### config.mk
export PLATFORM = sky130hd
export DESIGN_NAME = fic_controller
export DESIGN_NICKNAME = d
export VERILOG_FILES = /design/src/fic_pkg.sv /design/src/fic_arbiter.sv /design/src/fic_controller.sv
export SDC_FILE = /design/constraint.sdc
export NUM_CORES = 1
export LEC_CHECK = 0
export BUFFER_PORTS_ARGS = -buffer_cell sky130_fd_sc_hd__buf_4
export CORE_MARGIN = 5
export CORE_UTILIZATION = 49
export DETAILED_ROUTE_END_ITERATION = 10
export PLACE_DENSITY = 0.69
export SLEW_MARGIN = 5
export SYNTH_ARGS = -nofsm -noshare
export SYNTH_HDL_FRONTEND = slang
export SYNTH_SLANG_ARGS = --single-unit
### constraint.sdc
create_clock -name clk_sys -period 21.9 [get_ports clk_sys]
set_clock_uncertainty 0.05 [all_clocks]
set_input_delay 2.19 -clock clk_sys [delete_from_list [all_inputs] [get_ports clk_sys]]
set_output_delay 2.19 -clock clk_sys [all_outputs]
set_load 0.005 [all_outputs]
### src/fic_pkg.sv
/*
 * Shared constants for the four-level interrupt controller: special
 * function register addresses, field positions, reset values, read masks,
 * source numbering, vector addresses and the controller's state record.
 * Assumes an 8-bit special function register space driven by the core.
 */
package fic_pkg;

    localparam int NUM_SRC = 16;
    localparam int IDX_W   = 4;
    localparam int LVL_W   = 2;
    localparam int NUM_LVL = 4;
    localparam int NUM_EXT = 4;

    // Register addresses
    localparam logic [7:0] ADDR_TIMER_CTRL   = 8'h88;
    localparam logic [7:0] ADDR_INT_ENABLE   = 8'hA8;
    localparam logic [7:0] ADDR_EXT_CTRL     = 8'hC0;
    localparam logic [7:0] ADDR_EXT_EN_ONE   = 8'hAD;
    localparam logic [7:0] ADDR_EXT_EN_TWO   = 8'hA5;
    localparam logic [7:0] ADDR_PRIO0_LOW    = 8'hB8;
    localparam logic [7:0] ADDR_PRIO0_HIGH   = 8'hB7;
    localparam logic [7:0] ADDR_PRIO1_LOW    = 8'hAE;
    localparam logic [7:0] ADDR_PRIO1_HIGH   = 8'hAF;
    localparam logic [7:0] ADDR_PRIO2_LOW    = 8'hB5;
    localparam logic [7:0] ADDR_PRIO2_HIGH   = 8'hB6;
    localparam logic [7:0] ADDR_POLARITY     = 8'hA1;
    localparam logic [7:0] ADDR_SRC_SELECT   = 8'hA2;

    // Reset value shared by every register
    localparam logic [7:0] REG_RESET = 8'h00;

    // Implemented bits; the rest read as zero
    localparam logic [7:0] MASK_FULL     = 8'hFF;
    localparam logic [7:0] MASK_INT_EN   = 8'hBF;
    localparam logic [7:0] MASK_SEVEN    = 8'h7F;
    localparam logic [7:0] MASK_ONE      = 8'h01;
    localparam logic [7:0] MASK_POLARITY = 8'h03;
    localparam logic [7:0] MASK_SRC_SEL  = 8'h0F;

    // Field positions
    localparam int IE_GLOBAL   = 7;
    localparam int TC_TF1      = 7;
    localparam int TC_TR1      = 6;
    localparam int TC_TF0      = 5;
    localparam int TC_TR0      = 4;
    localparam int TC_IE1      = 3;
    localparam int TC_IT1      = 2;
    localparam int TC_IE0      = 1;
    localparam int TC_IT0      = 0;
    localparam int XC_POL3     = 7;
    localparam int XC_EN3      = 6;
    localparam int XC_IE3      = 5;
    localparam int XC_IT3      = 4;
    localparam int XC_POL2     = 3;
    localparam int XC_EN2      = 2;
    localparam int XC_IE2      = 1;
    localparam int XC_IT2      = 0;
    localparam int SEL_W       = 2;

    // Source numbering, which is also the polling order (0 polls first)
    localparam int SRC_EXT0 = 0;
    localparam int SRC_TMR0 = 1;
    localparam int SRC_EXT1 = 2;
    localparam int SRC_TMR1 = 3;
    localparam int SRC_EXT2 = 6;
    localparam int SRC_EXT3 = 7;

    // Sources whose flag lives in a peripheral and is cleared by software
    localparam logic [15:0] PERIPH_MASK = 16'hFF30;

    localparam logic [15:0] VEC_ADDR [NUM_SRC] = '{
        16'h0003, 16'h000B, 16'h0013, 16'h001B,
        16'h0023, 16'h002B, 16'h0033, 16'h003B,
        16'h0043, 16'h004B, 16'h0053, 16'h005B,
        16'h0063, 16'h006B, 16'h0073, 16'h0083
    };

    typedef struct packed {
        logic [7:0]  interrupt_enable;
        logic [7:0]  timer_counter_control;
        logic [7:0]  ext_irq_control;
        logic [7:0]  extended_enable_one;
        logic [7:0]  extended_enable_two;
        logic [7:0]  priority_zero_low;
        logic [7:0]  priority_zero_high;
        logic [7:0]  ext_priority_one_low;
        logic [7:0]  ext_priority_one_high;
        logic [7:0]  ext_priority_two_low;
        logic [7:0]  ext_priority_two_high;
        logic [7:0]  polarity_select;
        logic [7:0]  ext_source_select;
        logic [3:0]  active_prev;
        logic [15:0] sampled;
        logic [3:0]  in_service;
        logic        hold;
        logic        vector_call;
        logic [15:0] vector_addr;
        logic [1:0]  vector_level;
        logic [7:0]  rdata;
    } fic_state_t;

endpackage : fic_pkg

### src/fic_arbiter.sv
/*
 * Priority arbiter: picks the highest-level eligible request, lowest source
 * number first within a level. Purely combinational; the caller registers
 * everything it drives out.
 */
`timescale 1ns/100ps

module fic_arbiter #(
    parameter int NUM_SRC = 16,
    parameter int IDX_W   = 4
) (
    // Requests and their level bits
    input  wire logic [NUM_SRC-1:0] request,
    input  wire logic [NUM_SRC-1:0] prio_high,
    input  wire logic [NUM_SRC-1:0] prio_low,
    // One bit per level code of routines in progress
    input  wire logic [3:0]         in_service,
    // Winner
    output logic                    grant_valid,
    output logic [IDX_W-1:0]        grant_index,
    output logic [1:0]              grant_level
);

    logic [1:0]         level [NUM_SRC];
    logic [NUM_SRC-1:0] eligible;

    genvar g;
    generate
        for (g = 0; g < NUM_SRC; g++) begin : gen_src
            assign level[g] = {prio_high[g], prio_low[g]};
            // Only a level above every routine in progress may enter
            assign eligible[g] = request[g] &&
                ((in_service >> level[g]) == 4'h0);
        end
    endgenerate

    always_comb begin
        grant_valid = 1'b0;
        grant_index = '0;
        grant_level = 2'b00;
        // Scan down so that ties keep the lowest source number
        for (int i = NUM_SRC - 1; i >= 0; i--) begin
            if (eligible[i] && (!grant_valid || level[i] >= grant_level)) begin
                grant_valid = 1'b1;
                grant_index = IDX_W'(i);
                grant_level = level[i];
            end
        end
    end

endmodule : fic_arbiter

### src/fic_controller.sv
/*
 * Four-level interrupt controller for a multi-cycle core: enable and
 * priority registers, external-input detection, timer flags, flag sampling
 * and the vectored call handed to the core.
 * Assumes the core drives register accesses on the special function
 * register port, flags the last cycle of each instruction and the return
 * from an interrupt routine, and takes vector_call as a one-cycle request.
 */
`timescale 1ns/100ps

// Functional notes
// sixteen sources, each with own enable bit
// enable bit 7 gates every interrupt globally
// high/low bit pair encodes four levels
// lower level never preempts running routine
// higher level wins among simultaneous requests
// equal levels resolved by fixed polling order
// source 1 polls first, each own vector; code polls source 0 first
// flags sampled each cycle, polled next cycle
// set sample issues call unless blocked
// no call while equal/higher level runs
// call only in instruction's final cycle
// one instruction after return or register write; code holds on return or on writes to A8/B7/B8/AD/AE/AF only
// inputs 2,3 polarity: low/fall or high/rise
// power-down forces edge inputs level sensitive
// inputs 2,3 source selectable among pins
// inputs 0,1 flags set, edge cleared on call
// type bit: level or edge; polarity inverts
// timer control flag and type bit positions
// software writes zero to enable bit 6
// enable bit 5 gates timer 2
// timer 0,1 flags cleared on vectoring
// grouped peripheral flags left for software
// software may set or clear every flag; code ignores writes to external flags in level mode
module fic_controller #(
    parameter int NUM_SRC = fic_pkg::NUM_SRC
) (
    // Clock and reset
    input  wire logic               clk_sys,
    input  wire logic               reset,
    // Special function register port
    input  wire logic [7:0]         sfr_addr,
    input  wire logic               sfr_wr,
    input  wire logic [7:0]         sfr_wdata,
    output logic [7:0]              sfr_rdata,
    // Core status
    input  wire logic               instr_last_cycle,
    input  wire logic               reti_exec,
    input  wire logic               power_down,
    // External inputs; 2 and 3 offer four candidate pins each
    input  wire logic               ext_input_0,
    input  wire logic               ext_input_1,
    input  wire logic [3:0]         ext_input_2,
    input  wire logic [3:0]         ext_input_3,
    // Timer overflow pulses
    input  wire logic               tmr0_overflow,
    input  wire logic               tmr1_overflow,
    // Peripheral request levels, indexed by source number
    input  wire logic [NUM_SRC-1:0] periph_request,
    // Vectored call to the core
    output logic                    vector_call,
    output logic [15:0]             vector_addr,
    output logic [1:0]              vector_level,
    output logic [3:0]              in_service,
    // Timer run bits kept in the timer control register
    output logic                    tmr0_run,
    output logic                    tmr1_run
);

    fic_pkg::fic_state_t st;
    fic_pkg::fic_state_t next_st;

    logic [NUM_SRC-1:0]       flags;
    logic [NUM_SRC-1:0]       enables;
    logic [NUM_SRC-1:0]       prio_high;
    logic [NUM_SRC-1:0]       prio_low;
    logic [NUM_SRC-1:0]       vec_clear;
    logic                     grant_valid;
    logic [fic_pkg::IDX_W-1:0] grant_index;
    logic [1:0]               grant_level;
    logic                     cfg_write;
    logic                     block_now;
    logic                     issue;
    logic [3:0]               ext_pin;
    logic [3:0]               ext_pol;
    logic [3:0]               ext_type;
    logic [3:0]               ext_flag;
    logic [3:0]               ext_active;
    logic [3:0]               ext_edge_mode;
    logic [3:0]               ext_next;
    logic [3:0]               ext_written;
    logic [3:0]               ext_wbit;
    logic                     wr_tc;
    logic                     wr_xc;
    logic                     reti_done;
    logic [1:0]               sel2;
    logic [1:0]               sel3;

    // Routing of the shared-pin inputs
    assign sel2 = st.ext_source_select[fic_pkg::SEL_W-1:0];
    assign sel3 = st.ext_source_select[2*fic_pkg::SEL_W-1:fic_pkg::SEL_W];
    assign ext_pin = {ext_input_3[sel3], ext_input_2[sel2],
                      ext_input_1, ext_input_0};

    assign ext_pol = {st.ext_irq_control[fic_pkg::XC_POL3],
                      st.ext_irq_control[fic_pkg::XC_POL2],
                      st.polarity_select[1:0]};
    assign ext_type = {st.ext_irq_control[fic_pkg::XC_IT3],
                       st.ext_irq_control[fic_pkg::XC_IT2],
                       st.timer_counter_control[fic_pkg::TC_IT1],
                       st.timer_counter_control[fic_pkg::TC_IT0]};
    assign ext_flag = {st.ext_irq_control[fic_pkg::XC_IE3],
                       st.ext_irq_control[fic_pkg::XC_IE2],
                       st.timer_counter_control[fic_pkg::TC_IE1],
                       st.timer_counter_control[fic_pkg::TC_IE0]};

    // Polarity 0 watches low level or falling edge, 1 the inverse
    assign ext_active = ext_pin ^ ~ext_pol;
    // Power-down has no clock to catch edges reliably, so force level mode
    assign ext_edge_mode = ext_type & {4{~power_down}};

    assign wr_tc = sfr_wr && (sfr_addr == fic_pkg::ADDR_TIMER_CTRL);
    assign wr_xc = sfr_wr && (sfr_addr == fic_pkg::ADDR_EXT_CTRL);
    assign ext_written = {wr_xc, wr_xc, wr_tc, wr_tc};
    assign ext_wbit = {sfr_wdata[fic_pkg::XC_IE3],
                       sfr_wdata[fic_pkg::XC_IE2],
                       sfr_wdata[fic_pkg::TC_IE1],
                       sfr_wdata[fic_pkg::TC_IE0]};

    // Request flags in source order
    always_comb begin
        flags = periph_request & fic_pkg::PERIPH_MASK;
        flags[fic_pkg::SRC_EXT0] = ext_flag[0];
        flags[fic_pkg::SRC_TMR0] =
            st.timer_counter_control[fic_pkg::TC_TF0];
        flags[fic_pkg::SRC_EXT1] = ext_flag[1];
        flags[fic_pkg::SRC_TMR1] =
            st.timer_counter_control[fic_pkg::TC_TF1];
        flags[fic_pkg::SRC_EXT2] = ext_flag[2];
        flags[fic_pkg::SRC_EXT3] = ext_flag[3];
    end

    // Enable bits in source order; bit 5 of the main register is timer 2
    assign enables = {st.extended_enable_two[0],
                      st.extended_enable_one[6:0],
                      st.ext_irq_control[fic_pkg::XC_EN3],
                      st.ext_irq_control[fic_pkg::XC_EN2],
                      st.interrupt_enable[5:0]};
    assign prio_high = {st.ext_priority_two_high[0],
                        st.ext_priority_one_high[6:0],
                        st.priority_zero_high};
    assign prio_low = {st.ext_priority_two_low[0],
                       st.ext_priority_one_low[6:0],
                       st.priority_zero_low};

    fic_arbiter #(
        .NUM_SRC     (NUM_SRC),
        .IDX_W       (fic_pkg::IDX_W)
    ) u_arbiter (
        .request     (st.sampled),
        .prio_high   (prio_high),
        .prio_low    (prio_low),
        .in_service  (st.in_service),
        .grant_valid (grant_valid),
        .grant_index (grant_index),
        .grant_level (grant_level)
    );

    // Writes that must let one more instruction run before a call
    assign cfg_write = sfr_wr && (sfr_addr == fic_pkg::ADDR_INT_ENABLE ||
                                  sfr_addr == fic_pkg::ADDR_PRIO0_LOW ||
                                  sfr_addr == fic_pkg::ADDR_PRIO0_HIGH ||
                                  sfr_addr == fic_pkg::ADDR_EXT_EN_ONE ||
                                  sfr_addr == fic_pkg::ADDR_PRIO1_LOW ||
                                  sfr_addr == fic_pkg::ADDR_PRIO1_HIGH);
    assign block_now = st.hold || cfg_write || reti_exec;
    assign issue = grant_valid && instr_last_cycle && !block_now;

    // Hardware clear on vectoring: timers always, external inputs in edge mode
    always_comb begin
        vec_clear = '0;
        if (issue) begin
            vec_clear[grant_index] = 1'b1;
        end
        vec_clear[fic_pkg::SRC_EXT0] = vec_clear[fic_pkg::SRC_EXT0] &
                                       ext_type[0];
        vec_clear[fic_pkg::SRC_EXT1] = vec_clear[fic_pkg::SRC_EXT1] &
                                       ext_type[1];
        vec_clear[fic_pkg::SRC_EXT2] = vec_clear[fic_pkg::SRC_EXT2] &
                                       ext_type[2];
        vec_clear[fic_pkg::SRC_EXT3] = vec_clear[fic_pkg::SRC_EXT3] &
                                       ext_type[3];
    end

    // External flags: edge latches until vectored or cleared, level follows
    always_comb begin
        ext_next = '0;
        for (int i = 0; i < fic_pkg::NUM_EXT; i++) begin
            if (ext_edge_mode[i]) begin
                ext_next[i] = (ext_written[i] ? ext_wbit[i]
                               : ext_flag[i]) |
                              (ext_active[i] & ~st.active_prev[i]);
            end else begin
                ext_next[i] = ext_active[i];
            end
        end
        ext_next[0] = ext_next[0] & ~(vec_clear[fic_pkg::SRC_EXT0] &
            (st.active_prev[0] | ~ext_active[0]));
        ext_next[1] = ext_next[1] & ~(vec_clear[fic_pkg::SRC_EXT1] &
            (st.active_prev[1] | ~ext_active[1]));
        ext_next[2] = ext_next[2] & ~(vec_clear[fic_pkg::SRC_EXT2] &
            (st.active_prev[2] | ~ext_active[2]));
        ext_next[3] = ext_next[3] & ~(vec_clear[fic_pkg::SRC_EXT3] &
            (st.active_prev[3] | ~ext_active[3]));
    end

    always_comb begin
        next_st = st;
        next_st.vector_call = 1'b0;
        reti_done = 1'b0;

        if (sfr_wr) begin
            case (sfr_addr)
                fic_pkg::ADDR_INT_ENABLE:
                    // Bit 6 is held at zero whatever software writes
                    next_st.interrupt_enable =
                        sfr_wdata & fic_pkg::MASK_INT_EN;
                fic_pkg::ADDR_TIMER_CTRL:
                    next_st.timer_counter_control = sfr_wdata;
                fic_pkg::ADDR_EXT_CTRL:
                    next_st.ext_irq_control = sfr_wdata;
                fic_pkg::ADDR_EXT_EN_ONE:
                    next_st.extended_enable_one =
                        sfr_wdata & fic_pkg::MASK_SEVEN;
                fic_pkg::ADDR_EXT_EN_TWO:
                    next_st.extended_enable_two =
                        sfr_wdata & fic_pkg::MASK_ONE;
                fic_pkg::ADDR_PRIO0_LOW:
                    next_st.priority_zero_low = sfr_wdata;
                fic_pkg::ADDR_PRIO0_HIGH:
                    next_st.priority_zero_high = sfr_wdata;
                fic_pkg::ADDR_PRIO1_LOW:
                    next_st.ext_priority_one_low =
                        sfr_wdata & fic_pkg::MASK_SEVEN;
                fic_pkg::ADDR_PRIO1_HIGH:
                    next_st.ext_priority_one_high =
                        sfr_wdata & fic_pkg::MASK_SEVEN;
                fic_pkg::ADDR_PRIO2_LOW:
                    next_st.ext_priority_two_low =
                        sfr_wdata & fic_pkg::MASK_ONE;
                fic_pkg::ADDR_PRIO2_HIGH:
                    next_st.ext_priority_two_high =
                        sfr_wdata & fic_pkg::MASK_ONE;
                fic_pkg::ADDR_POLARITY:
                    next_st.polarity_select =
                        sfr_wdata & fic_pkg::MASK_POLARITY;
                fic_pkg::ADDR_SRC_SELECT:
                    next_st.ext_source_select =
                        sfr_wdata & fic_pkg::MASK_SRC_SEL;
                default: ;
            endcase
        end

        // Hardware sets win over a software or vectoring clear
        next_st.timer_counter_control[fic_pkg::TC_TF0] =
            (next_st.timer_counter_control[fic_pkg::TC_TF0] &
             ~(vec_clear[fic_pkg::SRC_TMR0] & ~wr_tc)) |
            tmr0_overflow;
        next_st.timer_counter_control[fic_pkg::TC_TF1] =
            (next_st.timer_counter_control[fic_pkg::TC_TF1] &
             ~(vec_clear[fic_pkg::SRC_TMR1] & ~wr_tc)) |
            tmr1_overflow;
        next_st.timer_counter_control[fic_pkg::TC_IE0] = ext_next[0];
        next_st.timer_counter_control[fic_pkg::TC_IE1] = ext_next[1];
        next_st.ext_irq_control[fic_pkg::XC_IE2] = ext_next[2];
        next_st.ext_irq_control[fic_pkg::XC_IE3] = ext_next[3];
        next_st.active_prev = ext_active;

        // Sample this cycle, poll next cycle
        next_st.sampled = flags & enables &
            {NUM_SRC{st.interrupt_enable[fic_pkg::IE_GLOBAL]}};

        // Hold covers the rest of this instruction and, when raised in its
        // last cycle, the instruction itself only
        next_st.hold = (st.hold || cfg_write || reti_exec) &&
                       !instr_last_cycle;

        // Return retires the highest level in progress
        if (reti_exec) begin
            for (int l = fic_pkg::NUM_LVL - 1; l >= 0; l--) begin
                if (!reti_done && st.in_service[l]) begin
                    next_st.in_service[l] = 1'b0;
                    reti_done = 1'b1;
                end
            end
        end

        if (issue) begin
            next_st.vector_call = 1'b1;
            next_st.vector_addr = fic_pkg::VEC_ADDR[grant_index];
            next_st.vector_level = grant_level;
            next_st.in_service[grant_level] = 1'b1;
        end

        case (sfr_addr)
            fic_pkg::ADDR_INT_ENABLE: next_st.rdata = st.interrupt_enable;
            fic_pkg::ADDR_TIMER_CTRL: next_st.rdata = st.timer_counter_control;
            fic_pkg::ADDR_EXT_CTRL:   next_st.rdata = st.ext_irq_control;
            fic_pkg::ADDR_EXT_EN_ONE: next_st.rdata = st.extended_enable_one;
            fic_pkg::ADDR_EXT_EN_TWO: next_st.rdata = st.extended_enable_two;
            fic_pkg::ADDR_PRIO0_LOW:  next_st.rdata = st.priority_zero_low;
            fic_pkg::ADDR_PRIO0_HIGH: next_st.rdata = st.priority_zero_high;
            fic_pkg::ADDR_PRIO1_LOW:  next_st.rdata = st.ext_priority_one_low;
            fic_pkg::ADDR_PRIO1_HIGH: next_st.rdata = st.ext_priority_one_high;
            fic_pkg::ADDR_PRIO2_LOW:  next_st.rdata = st.ext_priority_two_low;
            fic_pkg::ADDR_PRIO2_HIGH: next_st.rdata = st.ext_priority_two_high;
            fic_pkg::ADDR_POLARITY:   next_st.rdata = st.polarity_select;
            fic_pkg::ADDR_SRC_SELECT: next_st.rdata = st.ext_source_select;
            default:                  next_st.rdata = fic_pkg::REG_RESET;
        endcase
    end

    always_ff @(posedge clk_sys) begin
        if (reset) begin
            st.interrupt_enable      <= fic_pkg::REG_RESET;
            st.timer_counter_control <= fic_pkg::REG_RESET;
            st.ext_irq_control       <= fic_pkg::REG_RESET;
            st.extended_enable_one   <= fic_pkg::REG_RESET;
            st.extended_enable_two   <= fic_pkg::REG_RESET;
            st.priority_zero_low     <= fic_pkg::REG_RESET;
            st.priority_zero_high    <= fic_pkg::REG_RESET;
            st.ext_priority_one_low  <= fic_pkg::REG_RESET;
            st.ext_priority_one_high <= fic_pkg::REG_RESET;
            st.ext_priority_two_low  <= fic_pkg::REG_RESET;
            st.ext_priority_two_high <= fic_pkg::REG_RESET;
            st.polarity_select       <= fic_pkg::REG_RESET;
            st.ext_source_select     <= fic_pkg::REG_RESET;
            // Treat inputs as active at reset so no false edge is seen
            st.active_prev           <= '1;
            st.sampled               <= '0;
            st.in_service            <= '0;
            st.hold                  <= 1'b0;
            st.vector_call           <= 1'b0;
            st.vector_addr           <= '0;
            st.vector_level          <= '0;
            st.rdata                 <= fic_pkg::REG_RESET;
        end else begin
            st <= next_st;
        end
    end

    assign sfr_rdata    = st.rdata;
    assign vector_call  = st.vector_call;
    assign vector_addr  = st.vector_addr;
    assign vector_level = st.vector_level;
    assign in_service   = st.in_service;
    assign tmr0_run     = st.timer_counter_control[fic_pkg::TC_TR0];
    assign tmr1_run     = st.timer_counter_control[fic_pkg::TC_TR1];

endmodule : fic_controller

Word level (Yosys, flattened, before mapping)

Memory sizes are Yosys's and may differ from the RTL's.
Cells that the tools add are included.
Widths: inputs -> output; s select.

Register bits: 121
ROM bits: 256
Output and inout bits: 33
Word-level logic and storage cells: 334
Memories: 1

Magnitude comparators: 22
Equality and inequality tests: 13
Shifts and indexed selects: 16
Multiplexer cells: 93
Bitwise operators: 53
Reductions and logical operators: 113

Memory list:

| memory          | words | width | read ports | clocked after memory_dff | write ports | line                  | RTL |
|---|---|---|---|---|---|---|---|
| (no name shown) | 16    | 16    | 1          | 0                        | 0           | fic_controller.sv:300 | `next_st.vector_addr = fic_pkg::VEC_ADDR[grant_index];` |

Operator list:

| kind               | count |
|---|---|
| $eq 8x8->1 const B | 13 |
| $pmux 8 s13        | 1 |
| $mux 96            | 1 |
| $mux 4             | 19 |
| $logic_not 4->1    | 16 |
| $shr 4x2->4        | 16 |
| $logic_and 1x1->1  | 42 |
| $mux 1             | 40 |
| $mux 8             | 5 |
| $mux 2             | 17 |
| $and 16x16->16     | 2 |
| $mux 16            | 2 |
| $ge 2x2->1         | 15 |
| $reduce_and 2->1   | 13 |
| $logic_or 1x1->1   | 22 |
| $mux 7             | 3 |
| $and 1x1->1        | 20 |
| $logic_not 1->1    | 20 |
| $mux 19            | 1 |
| $not 1->1          | 16 |
| $or 1x1->1         | 10 |
| $lt 2x3->1 const B | 3 |
| $ge 5x5->1 const B | 1 |
| $lt 4x5->1 const B | 1 |
| 10 further kinds   | 11 |

Logic depth before layout (Yosys ltp)

Word-level depth: 73
Mapped depth: 111
Depth with buffers taken out: 108

Hierarchy

Synthesis repeated with hierarchy kept, for this count alone.

Cells, all modules: 903
Area total of the unflattened synthesis: 7273.2 µm²

By module, submodules not included:

| module         | times used | cells each | area an instance (µm²) | sequential area each (µm²) |
|---|---|---|---|---|
| fic_controller | 1          | 598        | 5215.0                 | 2222.1 |
| fic_arbiter    | 1          | 305        | 2058.2                 | 0.0 |

Least setup slack after synthesis

No wires, ideal clock.

Kind: flip-flop to flip-flop
Start point: reg, netlist name in_service[2]
End point: reg st, in the netlist ext_flag[1]
Library setup time: 0.115 ns
Arrival: 19.248 ns
Data required time: 21.735 ns
Path slack: 2.487 ns
Stages on the path, launching flop included: 109
Buffers on the path: 3
Clock period less this slack: 19.413 ns
Path through: dfxtp_1 nor2_2 buf_6 buf_2 o211a_1 ha_1 nand2b_1 a21o_1 o211ai_1 nand2_1 ha_1 nand2b_1 a21oi_1 nor3_1 a2111oi_2 or2_2 ha_1 a21o_1 [73 not listed] nor2_1 ha_1 nand2b_1 a21oi_1 o21ai_0 nand2_1 inv_1 nor2_1 a21o_1 ha_1 nand2b_1 a21oi_1 a21bo_2 clkbuf_1 nand2_1 a21oi_1 o211ai_1 o21a_1

Cells in the longest elaborated chain, start to end: 73
Elaborated cells between the ends (all ways): 167
Those cells by class: order compare (17); shift (16); mux (50); bitwise (4); reduce/logical (80)

Ends and longest elaborated chain:

| item                                          | line                  | RTL |
|---|---|---|
| $shr 4x2->4                                   | fic_arbiter.sv:33     | `((in_service >> level[g]) == 4'h0);` |
| $logic_not 4->1                               | fic_arbiter.sv:33     |  |
| $logic_and 1x1->1                             | fic_arbiter.sv:32     | `assign eligible[g] = request[g] &&` |
| $mux 2 or $mux 1 (tied branches)              | fic_arbiter.sv:43     | `if (eligible[i] && (!grant_valid \|\| level[i] >= grant_level)) begin` |
| $ge 2x2->1 or $logic_not 1->1 (tied branches) | fic_arbiter.sv:43     |  |
| $logic_or 1x1->1                              | fic_arbiter.sv:43     |  |
| $logic_and 1x1->1                             | fic_arbiter.sv:43     |  |
| $mux 2 or $mux 1 (tied branches)              | fic_arbiter.sv:43     |  |
| [57 not listed]                               | -                     |  |
| $logic_and 1x1->1 (implied by the code)       | fic_controller.sv:183 | `vec_clear[grant_index] = 1'b1;` |
| $mux 1 (implied by the code)                  | fic_controller.sv:183 |  |
| $demux 1 s4                                   | fic_controller.sv:183 |  |
| $mux 8 (*)                                    | fic_controller.sv:182 | `if (issue) begin` |
| $and 1x1->1 (*)                               | fic_controller.sv:187 | `vec_clear[fic_pkg::SRC_EXT1] = vec_clear[fic_pkg::SRC_EXT1] &` |
| $and 1x1->1 (*)                               | fic_controller.sv:209 | `ext_next[1] = ext_next[1] & ~(vec_clear[fic_pkg::SRC_EXT1] &` |
| $not 1->1 (*)                                 | fic_controller.sv:209 |  |
| $and 1x1->1 (*)                               | fic_controller.sv:209 |  |
| to (signal assigned)                          | fic_controller.sv:348 | `st <= next_st;` |
| to (decl)                                     | fic_controller.sv:70  | `fic_pkg::fic_state_t st;` |

Every way passes the cells marked *; elsewhere a longest branch is shown, timed or not.
A chain may end at the register's enable or synchronous reset.

Final worst setup path

Start point: reg, netlist name in_service[3]
End point: reg st, in the netlist ext_flag[0]

Cells in the longest elaborated chain, start to end: 73
Elaborated cells between the ends (all ways): 167
Those cells by class: order compare (17); shift (16); mux (50); bitwise (4); reduce/logical (80)

Ends and longest elaborated chain:

| item                                          | line                  | RTL |
|---|---|---|
| $shr 4x2->4                                   | fic_arbiter.sv:33     |  |
| $logic_not 4->1                               | fic_arbiter.sv:33     |  |
| $logic_and 1x1->1                             | fic_arbiter.sv:32     |  |
| $mux 2 or $mux 1 (tied branches)              | fic_arbiter.sv:43     |  |
| $ge 2x2->1 or $logic_not 1->1 (tied branches) | fic_arbiter.sv:43     |  |
| $logic_or 1x1->1                              | fic_arbiter.sv:43     |  |
| $logic_and 1x1->1                             | fic_arbiter.sv:43     |  |
| $mux 2 or $mux 1 (tied branches)              | fic_arbiter.sv:43     |  |
| [57 not listed]                               | -                     |  |
| $logic_and 1x1->1 (implied by the code)       | fic_controller.sv:183 |  |
| $mux 1 (implied by the code)                  | fic_controller.sv:183 |  |
| $demux 1 s4                                   | fic_controller.sv:183 |  |
| $mux 8 (*)                                    | fic_controller.sv:182 |  |
| $and 1x1->1 (*)                               | fic_controller.sv:185 | `vec_clear[fic_pkg::SRC_EXT0] = vec_clear[fic_pkg::SRC_EXT0] &` |
| $and 1x1->1 (*)                               | fic_controller.sv:207 | `ext_next[0] = ext_next[0] & ~(vec_clear[fic_pkg::SRC_EXT0] &` |
| $not 1->1 (*)                                 | fic_controller.sv:207 |  |
| $and 1x1->1 (*)                               | fic_controller.sv:207 |  |

Marked as above.

==> flow_summary.ini <==
[timing]
tightest_slew_ns = 1.03
final_hold_viol_count = 0
slew_violations = 0
fin_crit_sh = 0.951
fmax_ghz = 0.0480
setup_slack_ns = 1.07
relSlewSlack = 0.311
setup_violations = 0
fin_crit_ns = 20.83

[floorplan]
fp.dieH_um = 132
fp-row-count = 44
initial_core_util = 0.501
die_w_um = 132
coreArea_um2 = 14600
dieArea_um2 = 17500
num_io_pins = 83

[worst_hold_path]
hold_class = flop to flop

[routing]
ant_nets = 0
wl_per_cell_um = 19.7
wl_mm = 22.2
firstDrtPassIters = 5
via_per_inst = 6.18
drt-initial-drc-count = 739
num_vias = 6985
drc = 0

[finish]
seqCellArea_um2 = 2230
multi_input_area_um2 = 4740
antenna_cells = 0
fin_cells = 1130
drive_above_1_share = 0.179
fin_nets = 1013
fillers = 1333
area_growth_pct = 13.6

[critical_path]
end_kind = flop
critPathMostFrequentCell = ha_1
worstPathArrival_ns = 21.04
cp_slowest_stage_delay_ns = 0.42
cp.required_ns = 22.10
cp_max_fo = 11
worst_path_max_delay_cell = a311o_1
critPathKind = flop to flop
start_kind = flop

[grt]
grt_pass1_wl_mm = 34.6
grt_max_degree = 79
grt_overflow = 0
antenna_found_initial = 0
grt_pass1_vias = 6330
track_usage = 0.242

[logic_synthesis]
yosys.area_share.adder = 0.0417
synth.avg_cell_area_um2 = 8.05
async_reset_ff_frac = 0
synth_cells = 909
synth-xor-area-share = 0.00479
ys_warn_count = 0
synth_top_family_by_area = compound AO/OA/AOI/OAI gates
synthTopCellsByArea = dfxtp_1 (30%), mux2i_1 (5.9%), a21oi_1 (5.7%)
synth_edf_count = 0
ys_seq_area_frac = 0.304
ys_seq_elements = 111
synth-simple-area-share = 0.234
ys.flop_type = dfxtp_1
yosysTopAreaCell = dfxtp_1
synth_area_um2 = 7310
synth-compound-area-share = 0.259
synth_top_area_frac = 0.304
synth_mux_area_frac = 0.0835
synth.distinct_cells = 81

[clock_network]
cts_buffers = 9
cts_tree = done
clkTransAtPathRegs_ns = 0.08
root_buffer = clkbuf_16
htreeDepth = 3
clk_latency_ns = 0.36
clk_path_buf_depth = 2
cts_sinks = 111

[placement]
io_buffers = 67
place_ws_ns = 0.0792
globalplace.congestion = 0.947
place_inst = 1107
place_hpwl_mm = 16.6

[status]
status = completed

[job]
maxCapViolations = 0

[power]
power_w = 0.000417
pwr_density_cell_nw_per_um2 = 50.2
p_leak_nw = 3.45
vdd_drop_max_uv = 37.7
==> sequential cells by signal, indices dropped and copies added (netlist names) <==
signal and cells:
prio_low 16, st 22, enables 16, vector_call 1, tmr1_run 1, sfr_rdata 8
vector_addr 6, in_service 4, tmr0_run 1, prio_high 16, flags 2, sel3 2
ext_pol 4, vector_level 2, ext_type 4, sel2 2, ext_flag 4
==> worst max-delay path: cells and delay by family, from the launching register on <==
kind / cells / cell delay (ns)
buffers and inverters: 3 / 0.33
AOI/OAI and AO/OA: 42 / 8.70
adders and majority gates: 18 / 5.04
muxes: 1 / 0.40
and+or+nand+nor: 39 / 5.82
DFF: 1 / 0.36
==> timing repair <==
action | in CTS | in global routing
hold buffers | 0 | 0
buffers inserted | 0 | 7
gates resized for setup | 0 | 30
endpoints found under the setup margin | 0 | 17
==> cells in the final DEF (no fill, tap or decap), types with 10 or more instances in the layout <==
cell type  count
mux2_2        12
nor2b_1       23
nor3_1        18
o21a_1        15
nand2_1       85
a22oi_1       10
o21ai_0       20
buf_4         85
nand2b_1      24
a22o_1        10
dfxtp_1      110
mux2i_1       43
and3_1        22
ha_1          22
a21oi_1       75
o211ai_1      14
inv_1         33
nand3_1       36
nor2_1        87
==> power by group <==
part           internal [W]  switching [W]  leakage (nW)
Clock              0.000113      0.0000782         0.171
Sequential         0.000203     0.00000118         0.898
Combinational    0.00000863      0.0000132          2.38
==> logic make-up (layout without fill, tap and decap cells) <==
| family | after synthesis | after routing |
|---|---|---|
| xor gates and xnor gates | 4 | 4 |
| and+or+nand+nor | 344 | 344 |
| muxes | 57 | 57 |
| AOI/OAI and AO/OA | 261 | 261 |
| DFF | 111 | 111 |
| adders and majority gates | 25 | 25 |
| buffers and inverters | 106 | 135 |
| other | 1 | 9 |
==> metrics by stage <==
step / TNS (ns) / hold slack [ns] / util / cell area, µm²
after floorplan: 0 / 0.382 / - / 7340
after global placement: 0 / 0.392 / 0.531 / 7750
after detailed placement: 0 / 0.394 / 0.531 / 7750
after CTS: 0 / 0.405 / 0.555 / 8100
after global routing: -0.508 / 0.419 / 0.570 / 8310
final: 0 / 0.402 / 0.570 / 8310
==> layer usage <==
metal  up-vias  global-route usage  share of wire
li1       3368                   -              -
met1      3311               0.337           0.45
met2       265               0.377           0.45
met3        41              0.0347          0.065
met4         0              0.0945          0.035
met5         -                   0              0
==> cells in the mapped netlist (all sizes together), types with 6 or more instances <==
| master | count |
|---|---|
| a32oi | 6 |
| inv | 34 |
| o221ai | 7 |
| a22o | 10 |
| nand3 | 37 |
| nor3 | 19 |
| o21a | 17 |
| o211ai | 14 |
| nor2 | 88 |
| nor2b | 24 |
| ha | 22 |
| nand2 | 86 |
| a31oi | 11 |
| clkbuf | 32 |
| o21ai | 27 |
| a22oi | 12 |
| mux2 | 12 |
| buf | 40 |
| mux2i | 43 |
| dfxtp | 111 |
| a21oi | 84 |
| and3 | 22 |
| a211oi | 7 |
| nand4 | 6 |
| nor4b | 6 |
| nand2b | 24 |
| a21o | 6 |
==> area by class of cell <==
cell class / count / share of cell area
clock inverters: 7 / 0.0151
well taps: 184 / 0.0277
clock buffers: 9 / 0.0271
multi-input cells: 700 / 0.570
repair buffers: 85 / 0.0768
inverters: 34 / 0.0154
flip-flops and latches: 111 / 0.268
==> worst paths after layout <==
kind                                     start             end  slack (ns)  cells after the start
worst min register to register  vector_addr[6]  vector_addr[6]        0.40                      2
worst min-delay path            vector_addr[6]  vector_addr[6]        0.40                      2
worst max-delay path             in_service[3]     ext_flag[0]        1.07                    103
worst max register to register   in_service[3]     ext_flag[0]        1.07                    103
No activity file was read; power rests on OpenSTA's default activity.
